### src/rtl/swc_pkg.sv
/*
 * shared constants of the shutdown/wake-up controller: register
 * offsets, field positions, reset values, key and timing counts.
 * assumes: byte addresses on an 8-bit register address port.
 */
package swc_pkg;
  // register offsets (byte addresses)
  localparam logic [7:0] OFF_CMD = 8'h00;
  localparam logic [7:0] OFF_CFG = 8'h04;
  localparam logic [7:0] OFF_STAT = 8'h08;
  localparam logic [7:0] OFF_MASK = 8'h0C;
  localparam logic [7:0] OFF_STATE = 8'h10;
  // command register fields
  localparam int KEY_MSB = 31;
  localparam int KEY_LSB = 24;
  localparam logic [7:0] SUPPLY_OFF_OUT_KEY = 8'hA5;
  localparam int CMD_SD_BIT = 0;
  // configuration register fields
  localparam int CFG_MODE_LSB = 0;
  localparam int CFG_CPT_LSB = 4;
  localparam int CFG_TEN_BIT = 16;
  localparam int CFG_CEN_BIT = 17;
  localparam logic [31:0] CFG_RESET = 32'h00000003;
  // status and mask layout
  localparam int ST_WAKE_BIT = 0;
  localparam int ST_TIM_BIT = 16;
  localparam int ST_CLK_BIT = 17;
  localparam logic [2:0] FLAGS_RESET = 3'h0;
  localparam logic [2:0] MASK_RESET = 3'h0;
  // packed flag indices inside the block
  localparam int FLG_WAKE = 0;
  localparam int FLG_TIM = 1;
  localparam int FLG_CLK = 2;
  // state readout bits
  localparam int STATE_OFF_BIT = 0;
  localparam int STATE_PEND_BIT = 1;
  // timing, in slow clock cycles
  localparam int SD_DELAY_CYC = 2;
  localparam int DEB_UNIT = 16;
  // wake input edge selection
  typedef enum logic [1:0] {
    SWC_EDGE_NONE = 2'b00,
    SWC_EDGE_RISE = 2'b01,
    SWC_EDGE_FALL = 2'b10,
    SWC_EDGE_BOTH = 2'b11
  } swc_edge_t;
endpackage

### src/rtl/swc_sync.sv
/*
 * two-flop synchroniser with rising edge detection, one lane per bit.
 * assumes: raw inputs may be asynchronous to ref_clk; levels are held
 * for at least two clock periods.
 */
`timescale 1ns/1ns
module swc_sync
  import swc_pkg::*;
#(
  parameter int W = 2
) (
  input wire logic ref_clk,
  input wire logic rst,
  input wire logic [W-1:0] raw,
  output logic [W-1:0] rise
);
  typedef struct packed {
    logic [W-1:0] s1;
    logic [W-1:0] s2;
    logic [W-1:0] prev;
  } swc_sync_t;
  swc_sync_t s;
  swc_sync_t next_s;

  // stage one feeds only stage two, to settle metastability
  always_comb begin
    next_s = s;
    next_s.s1 = raw;
    next_s.s2 = s.s1;
    next_s.prev = s.s2;
  end

  always_ff @(posedge ref_clk) begin
    if (rst) begin
      s <= '0;
    end else begin
      s <= next_s;
    end
  end

  assign rise = s.s2 & ~s.prev;

  property p_alarm_rise;
    @(posedge ref_clk) disable iff (rst)
    $rose(raw[0]) |-> ##2 rise[0];
  endproperty
  a_alarm_rise: assert property (p_alarm_rise)
    else $error("alarm edge not seen two cycles after input rose");
endmodule

### src/rtl/swc_debounce.sv
/*
 * wake input transition detector with debounce counter.
 * assumes: wake_in is synchronous to ref_clk; configuration inputs
 * come from registers of the same clock.
 */
`timescale 1ns/1ns
module swc_debounce
  import swc_pkg::*;
#(
  parameter int CNT_W = 8
) (
  input wire logic ref_clk,
  input wire logic rst,
  input wire logic wake_in,
  input wire logic [1:0] edge_sel,
  input wire logic [3:0] deb_cnt,
  output logic wake_event
);
  typedef struct packed {
    logic lvl;
    logic armed;
    logic [CNT_W-1:0] cnt;
  } swc_deb_t;
  swc_deb_t s;
  swc_deb_t next_s;
  logic chg;
  logic qualify;
  logic [CNT_W-1:0] target;

  assign target = CNT_W'(deb_cnt) * CNT_W'(DEB_UNIT);
  assign chg = wake_in != s.lvl;

  always_comb begin
    case (swc_edge_t'(edge_sel))
      SWC_EDGE_RISE: qualify = wake_in;
      SWC_EDGE_FALL: qualify = !wake_in;
      SWC_EDGE_BOTH: qualify = 1'b1;
      default: qualify = 1'b0;
    endcase
  end

  assign wake_event = s.armed && !chg && s.cnt == target && qualify_on();

  function automatic logic qualify_on();
    return edge_sel != SWC_EDGE_NONE;
  endfunction

  always_comb begin
    next_s = s;
    next_s.lvl = wake_in;
    if (chg) begin
      next_s.armed = qualify;
      next_s.cnt = '0;
    end else if (s.armed) begin
      if (s.cnt == target) begin
        next_s.armed = 1'b0;
      end else begin
        next_s.cnt = s.cnt + 1'b1;
      end
    end
  end

  always_ff @(posedge ref_clk) begin
    if (rst) begin
      s <= '0;
    end else begin
      s <= next_s;
    end
  end

  property p_deb_change;
    @(posedge ref_clk) disable iff (rst)
    chg |=> (s.cnt == '0);
  endproperty
  a_deb_change: assert property (p_deb_change)
    else $error("counter not cleared after input change");

  property p_deb_exact;
    @(posedge ref_clk) disable iff (rst)
    wake_event |-> (s.cnt == target) && (wake_in == s.lvl);
  endproperty
  a_deb_exact: assert property (p_deb_exact)
    else $error("wake event before debounce count reached");

  property p_deb_off;
    @(posedge ref_clk) disable iff (rst)
    (edge_sel == SWC_EDGE_NONE) |-> !wake_event;
  endproperty
  a_deb_off: assert property (p_deb_off)
    else $error("wake event while detection disabled");
endmodule

### src/rtl/swc_power_down_unit.sv
/*
 * power down unit: key-protected shutdown command driving the supply
 * off output, wake-up by debounced input or enabled alarms, read-clear
 * wake status, interrupt mask and a level interrupt.
 * assumes: ref_clk is the free-running slow clock; register port and
 * wake input are synchronous to it; alarms may be asynchronous.
 */
`timescale 1ns/1ns
module swc_power_down_unit
  import swc_pkg::*;
#(
  parameter int CNT_W = 8
) (
  input wire logic ref_clk,
  input wire logic rst,
  input wire logic [7:0] reg_addr,
  input wire logic [31:0] reg_wdata,
  input wire logic reg_wr,
  input wire logic reg_rd,
  output logic [31:0] reg_rdata,
  input wire logic wake_input0,
  input wire logic timer_alarm,
  input wire logic clock_alarm,
  output logic supply_off_out,
  output logic irq
);
  localparam int SD_PW = SD_DELAY_CYC - 1;

  typedef struct packed {
    logic [1:0] edge_sel;
    logic [3:0] deb_cnt;
    logic tim_en;
    logic clk_en;
    logic [2:0] flags;
    logic [2:0] mask;
    logic [SD_PW-1:0] sd_pipe;
    logic supply_off;
    logic irq;
    logic [31:0] rdata;
  } swc_state_t;

  // reset image: configuration as documented, everything else clear
  localparam swc_state_t RST_S = '{
    edge_sel: CFG_RESET[CFG_MODE_LSB +: 2],
    deb_cnt: CFG_RESET[CFG_CPT_LSB +: 4],
    tim_en: CFG_RESET[CFG_TEN_BIT],
    clk_en: CFG_RESET[CFG_CEN_BIT],
    flags: FLAGS_RESET,
    mask: MASK_RESET,
    default: '0
  };

  swc_state_t s;
  swc_state_t next_s;
  logic [1:0] alarm_rise;
  logic wake_event;
  logic cmd_hit;
  logic cmd_ok;
  logic cmd_fire;
  logic tim_ev;
  logic clk_ev;
  logic release_ev;
  logic [2:0] flag_set;
  logic [2:0] flag_clr;

  // places the three event bits at their register positions
  function automatic logic [31:0] flags_to_word(input logic [2:0] f);
    logic [31:0] w;
    w = 32'h00000000;
    w[ST_WAKE_BIT] = f[FLG_WAKE];
    w[ST_TIM_BIT] = f[FLG_TIM];
    w[ST_CLK_BIT] = f[FLG_CLK];
    return w;
  endfunction

  // gathers the three event bits out of a register word
  function automatic logic [2:0] word_to_flags(input logic [31:0] w);
    logic [2:0] f;
    f = 3'h0;
    f[FLG_WAKE] = w[ST_WAKE_BIT];
    f[FLG_TIM] = w[ST_TIM_BIT];
    f[FLG_CLK] = w[ST_CLK_BIT];
    return f;
  endfunction

  // wake input transition detection and debounce
  swc_debounce #(
    .CNT_W(CNT_W)
  ) u_debounce (
    .ref_clk(ref_clk),
    .rst(rst),
    .wake_in(wake_input0),
    .edge_sel(s.edge_sel),
    .deb_cnt(s.deb_cnt),
    .wake_event(wake_event)
  );

  swc_sync #(
    .W(2)
  ) u_alarm_sync (
    .ref_clk(ref_clk),
    .rst(rst),
    .raw({clock_alarm, timer_alarm}),
    .rise(alarm_rise)
  );

  assign cmd_hit = reg_wr && reg_addr == OFF_CMD;
  assign cmd_ok = cmd_hit && reg_wdata[KEY_MSB:KEY_LSB] == SUPPLY_OFF_OUT_KEY &&
                  reg_wdata[CMD_SD_BIT];
  assign cmd_fire = s.sd_pipe[SD_PW-1];

  assign tim_ev = alarm_rise[0] && s.tim_en;
  assign clk_ev = alarm_rise[1] && s.clk_en;
  assign release_ev = wake_event || tim_ev || clk_ev;
  assign flag_set = {clk_ev, tim_ev, wake_event};

  // read clears
  // status clears: whole register on read, chosen bits on write-one
  always_comb begin
    flag_clr = 3'h0;
    if (reg_rd && reg_addr == OFF_STAT) begin
      flag_clr = 3'h7;
    end
    if (reg_wr && reg_addr == OFF_STAT) begin
      flag_clr = flag_clr | word_to_flags(reg_wdata);
    end
  end

  // next state of the whole unit
  always_comb begin
    next_s = s;
    // a rejected write never enters the pipe, so nothing is half done
    next_s.sd_pipe = SD_PW'({s.sd_pipe, cmd_ok});
    if (release_ev) begin
      next_s.supply_off = 1'b0;
    end else if (cmd_fire) begin
      next_s.supply_off = 1'b1;
    end
    // configuration write
    if (reg_wr && reg_addr == OFF_CFG) begin
      next_s.edge_sel = reg_wdata[CFG_MODE_LSB +: 2];
      next_s.deb_cnt = reg_wdata[CFG_CPT_LSB +: 4];
      next_s.tim_en = reg_wdata[CFG_TEN_BIT];
      next_s.clk_en = reg_wdata[CFG_CEN_BIT];
    end
    if (reg_wr && reg_addr == OFF_MASK) begin
      next_s.mask = word_to_flags(reg_wdata);
    end
    next_s.flags = (s.flags & ~flag_clr) | flag_set;
    next_s.irq = |(next_s.flags & next_s.mask);
    // read data stand for one cycle only, zero otherwise
    next_s.rdata = 32'h00000000;
    if (reg_rd) begin
      case (reg_addr)
        OFF_CFG: begin
          next_s.rdata[CFG_MODE_LSB +: 2] = s.edge_sel;
          next_s.rdata[CFG_CPT_LSB +: 4] = s.deb_cnt;
          next_s.rdata[CFG_TEN_BIT] = s.tim_en;
          next_s.rdata[CFG_CEN_BIT] = s.clk_en;
        end
        OFF_STAT: next_s.rdata = flags_to_word(s.flags);
        OFF_MASK: next_s.rdata = flags_to_word(s.mask);
        OFF_STATE: begin
          next_s.rdata[STATE_OFF_BIT] = s.supply_off;
          next_s.rdata[STATE_PEND_BIT] = |s.sd_pipe;
        end
        default: next_s.rdata = 32'h00000000;
      endcase
    end
  end

  always_ff @(posedge ref_clk) begin
    if (rst) begin
      s <= RST_S;
    end else begin
      s <= next_s;
    end
  end

  assign reg_rdata = s.rdata;
  assign supply_off_out = s.supply_off;
  assign irq = s.irq;

  property p_cmd_takes;
    @(posedge ref_clk) disable iff (rst)
    cmd_ok |-> ##2 (supply_off_out || $past(release_ev));
  endproperty
  a_cmd_takes: assert property (p_cmd_takes)
    else $error("accepted shutdown did not assert output");

  property p_cmd_not_early;
    @(posedge ref_clk) disable iff (rst)
    cmd_ok && !supply_off_out && !cmd_fire |=> !supply_off_out;
  endproperty
  a_cmd_not_early: assert property (p_cmd_not_early)
    else $error("shutdown asserted one cycle after write");

  property p_bad_key;
    @(posedge ref_clk) disable iff (rst)
    cmd_hit && reg_wdata[KEY_MSB:KEY_LSB] != SUPPLY_OFF_OUT_KEY
      |-> ##2 !$rose(supply_off_out);
  endproperty
  a_bad_key: assert property (p_bad_key)
    else $error("write with wrong key asserted output");

  property p_zero_bit;
    @(posedge ref_clk) disable iff (rst)
    cmd_hit && !reg_wdata[CMD_SD_BIT] |-> ##2 !$rose(supply_off_out);
  endproperty
  a_zero_bit: assert property (p_zero_bit)
    else $error("write of zero shutdown bit asserted output");

  property p_hold;
    @(posedge ref_clk) disable iff (rst)
    supply_off_out && !release_ev |=> supply_off_out;
  endproperty
  a_hold: assert property (p_hold)
    else $error("output dropped without wake source");

  property p_release;
    @(posedge ref_clk) disable iff (rst)
    release_ev |=> !supply_off_out;
  endproperty
  a_release: assert property (p_release)
    else $error("wake source did not release output");

  property p_timer_off;
    @(posedge ref_clk) disable iff (rst)
    alarm_rise[0] && !s.tim_en && supply_off_out && !wake_event && !clk_ev
      |=> supply_off_out && !$rose(s.flags[FLG_TIM]);
  endproperty
  a_timer_off: assert property (p_timer_off)
    else $error("disabled timer alarm had an effect");

  property p_clock_off;
    @(posedge ref_clk) disable iff (rst)
    alarm_rise[1] && !s.clk_en |=> !$rose(s.flags[FLG_CLK]);
  endproperty
  a_clock_off: assert property (p_clock_off)
    else $error("disabled clock alarm set its flag");

  property p_read_clear;
    @(posedge ref_clk) disable iff (rst)
    reg_rd && reg_addr == OFF_STAT && flag_set == 3'h0 |=> s.flags == 3'h0;
  endproperty
  a_read_clear: assert property (p_read_clear)
    else $error("status read did not clear flags");

  property p_set_wins;
    @(posedge ref_clk) disable iff (rst)
    reg_rd && reg_addr == OFF_STAT && wake_event |=> s.flags[FLG_WAKE];
  endproperty
  a_set_wins: assert property (p_set_wins)
    else $error("event lost in status read cycle");

  property p_tim_report;
    @(posedge ref_clk) disable iff (rst)
    reg_rd && reg_addr == OFF_STAT
      |=> reg_rdata[ST_TIM_BIT] == $past(s.flags[FLG_TIM]);
  endproperty
  a_tim_report: assert property (p_tim_report)
    else $error("timer flag misreported");

  property p_clk_report;
    @(posedge ref_clk) disable iff (rst)
    reg_rd && reg_addr == OFF_STAT
      |=> reg_rdata[ST_CLK_BIT] == $past(s.flags[FLG_CLK]);
  endproperty
  a_clk_report: assert property (p_clk_report)
    else $error("clock flag misreported");
endmodule

### config.mk
export PLATFORM = sky130hd
export DESIGN_NAME = swc_power_down_unit
export DESIGN_NICKNAME = d
export VERILOG_FILES = /design/src/rtl/swc_pkg.sv /design/src/rtl/swc_sync.sv /design/src/rtl/swc_debounce.sv /design/src/rtl/swc_power_down_unit.sv
export SDC_FILE = /design/constraint.sdc
export NUM_CORES = 1
export LEC_CHECK = 0
export ABC_AREA = 1
export ABC_CLOCK_PERIOD_IN_PS = 3390
export BUFFER_PORTS_ARGS = -buffer_cell sky130_fd_sc_hd__buf_2
export CORE_MARGIN = 2
export CORE_UTILIZATION = 50
export CTS_CLUSTER_SIZE = 14
export DETAILED_ROUTE_END_ITERATION = 12
export PLACE_DENSITY_LB_ADDON = 0.15
export REMOVE_ABC_BUFFERS = 1
export SYNTH_ARGS = -nofsm -noshare
export SYNTH_HDL_FRONTEND = slang
export SYNTH_SLANG_ARGS = --single-unit
### constraint.sdc
create_clock -name ref_clk -period 3.39 [get_ports ref_clk]
set_input_delay 0.8475 -clock ref_clk [delete_from_list [all_inputs] [get_ports ref_clk]]
set_output_delay 0.8475 -clock ref_clk [all_outputs]
set_load 0.1 [all_outputs]
==> flow_summary.toml <==
[outcome]
status = "finished clean"

[synthesis]
syn_area_sq_um = 2080
synth_top_family_by_area = "simple AND/OR/NAND/NOR gates"
yosysMostFrequentCell = "nand2_1"
synth_edf_count = 0
synth_seq_cells = 41
async_flop_share_pct = 0
synth_commonest_cells = "nand2_1, dfxtp_1, buf_4, inv_1, nor2_1"
synthAdderAreaFrac_pct = 1.20
syn_inst = 284
syn_avg_cell_area_sq_um = 7.34
yosys.area_share.xor_xnor_pct = 1.68
ys_seq_area_share_pct = 39.4
synth.yosys.warnings = 0
yosys.area.top_type = "dfxtp_1"
synth_mux_area_share_pct = 0
yosysTopAreaCellShare_pct = 39.4
synth.area.top_cells = "dfxtp_1, buf_4, nand2_1"
synthSimpleGateAreaFrac_pct = 27.6
ys.flop_type = "dfxtp_1"
ys_types = 34
synth-compound-area-share_pct = 10.3

[drt]
routed_wl_microns = 3810
drtPass1Iterations = 4
drc = 0
viasPerCell = 4.60
wl_per_cell_microns = 10.3
ant_nets = 0
drt-initial-drc-count = 79
vias = 1699

[power]
seq_power_share_pct = 49.5
p_sw_mw = 0.318
power_leakage_nw = 1.10
switching_share_pct = 32.2
p_int_mw = 0.669
p_clk_share_pct = 33.4
max-vdd-ir-drop_v = 0.000257
cellPowerDensity_nw_per_um2 = 436
combPwrFrac_pct = 17.1

[die]
die_w_microns = 68.6
die_h_microns = 68.6
initial_core_util_pct = 52.1
io_pins = 81
dieArea_sq_um = 4700
row_count = 23
core_area_sq_um = 4000

[layout]
drive_gt1_share_pct = 21.3
diodes = 0
multi_input_area_sq_um = 940
layout.nets = 368
fill_cells = 418
regArea_sq_um = 821
area_growth_pct = 8.65
stdcell_area_sq_um = 2260

[setup_path]
slowest_delay_ns = 0.44
critPathBufInv = 1
crit_family = "buffers and inverters"
r2r_slack_ns = 1.92
cp-start-kind = "flip-flop"
cpMaxStageDelayCell = "buf_2"
crit_type = "reg -> out"
end_kind = "output pin"
worstPathArrival_ns = 1.09
required_ns = 2.54
crit_path_max_fanout = 3
path_cells = "buf_2"

[timing]
slew_viol_final = 0
skew_ns = 0.00588
max_clock_freq_mhz = 516
finalCritPeriodShare_pct = 57.1
finalHoldViolations = 0
setup-violations-final = 0
fin_setup_tns_ns = 0
whs_ns = 0.405
min_period_ns = 1.94
rsz0062_at_grt = "no"

[run]
drv_cap = 0

[place]
portBuffers = 40
place.gp.congestion = 0.838
placed_cell_area_sq_um = 2170
dp_hpwl_microns = 2960

[cts]
clockBufferDepth = 2
htree_num_levels = 2
cts_resized = 0
cts_tree = "built"
clk_pin_slew_ns = 0.08
cts-buffers-inserted = 5
cts_root_buf = "clkbuf_8"
clock_sinks = 41
cts_setup_buffers = 0
ctsHoldBuffers = 0
clock_latency_ns = 0.30

[global_routing]
grtUsageTotal_pct = 17.3
grt_antenna_before_repair = 0
grt_max_degree = 17
grt_pass1_vias = 1317
gr-total-overflow = 0
grt_first_pass_wirelength_microns = 5950

[worst_hold_path]
hold_path.class = "reg -> reg"
flip-flops by register name (all words and copies together), names as in the netlist:
| signal | count |
|---|---|
| u_debounce.s | 10 |
| irq | 1 |
| reg_rdata | 8 |
| u_alarm_sync.next_s | 4 |
| s | 14 |
| supply_off_out | 1 |
| cmd_fire | 1 |
| u_alarm_sync.s | 2 |
path summary, 6_finish.rpt:
check | startpoint | endpoint | cells past startpoint
worst max-delay path | supply_off_out | supply_off_out | 1
worst min-delay path | u_alarm_sync.next_s[2] | u_alarm_sync.next_s[0] | 2
worst max register to register | u_debounce.s[0] | u_debounce.s[5] | 10
worst min register to register | u_alarm_sync.next_s[2] | u_alarm_sync.next_s[0] | 2
placed cells by master (no fill, tap or decap):
cell        instances
nor2_4              4
conb_1             24
inv_4               1
nand3b_1            1
nand3_2             4
nor2_1             31
or2_1               1
clkbuf_8            6
xor2_1              2
a21oi_1            18
o32ai_1             1
a31oi_1             1
o221ai_1            1
clkinvlp_4          1
nor3_1              5
nand3_1            13
nand2_2             2
clkinv_2            1
nand2_1            56
o2111ai_1           1
nor2_2              2
o21ai_0             7
nand2_4             2
o211ai_1            1
inv_2               5
a21boi_1            1
inv_1              32
buf_2              40
o21ai_1             7
dfxtp_1            41
xnor2_1             2
nand4_1             2
o22ai_1             1
ha_1                2
per-stage QoR:
step | setup slack [ns] | std cells | total power, mW | util (%)
after floorplan | 1.60 | 272 | 0.639 | -
after global placement | 1.33 | 362 | 0.668 | 54.3
after detailed placement | 1.32 | 362 | 0.669 | 54.3
after CTS | 1.44 | 369 | 0.994 | 56.6
after global routing | 1.40 | 369 | 1.02 | 56.6
final | 1.45 | 369 | 0.987 | 56.6
power by group through the flow:
| stage | registers (mW) | logic, mW | clock network, mW |
|---|---|---|---|
| finish | 0.489 | 0.169 | 0.329 |
| global route | 0.489 | 0.178 | 0.352 |
| CTS | 0.489 | 0.169 | 0.337 |
| detailed placement | 0.500 | 0.169 | 0 |
| global placement | 0.500 | 0.168 | 0 |
| floorplan | 0.500 | 0.139 | 0 |
worst min-delay path, cell delays in order (launching register included):
cell     delay, ns
dfxtp_1       0.30
inv_1         0.04
nor2_1        0.03
routing by layer:
layer	global-route usage, %	wire length (microns)	vias up	part of all wire [%]
met2	25.5	1650	53	43
met4	7.50	65	0	1.7
met5	0	0	-	0
li1	-	-	906	-
met3	4.71	258	7	6.8
met1	23.5	1840	733	48
kinds of logic after synthesis:
group | count (synthesis)
adders and majority gates | 2
AOI/OAI and AO/OA | 39
xor gates and xnor gates | 4
and+or+nand+nor | 123
buffers and inverters | 74
DFF | 41
other | 1
area by class of cell:
type                            instances  area share (%)
Multi-Input combinational cell        192            41.5
Sequential cell                        41            36.3
Timing Repair Buffer                   40            8.84
Inverter                               39            6.63
Clock buffer                            6            3.65
Tap cell                               50            2.76
Clock inverter                          1           0.332
Power figures use the tool's default switching activity.
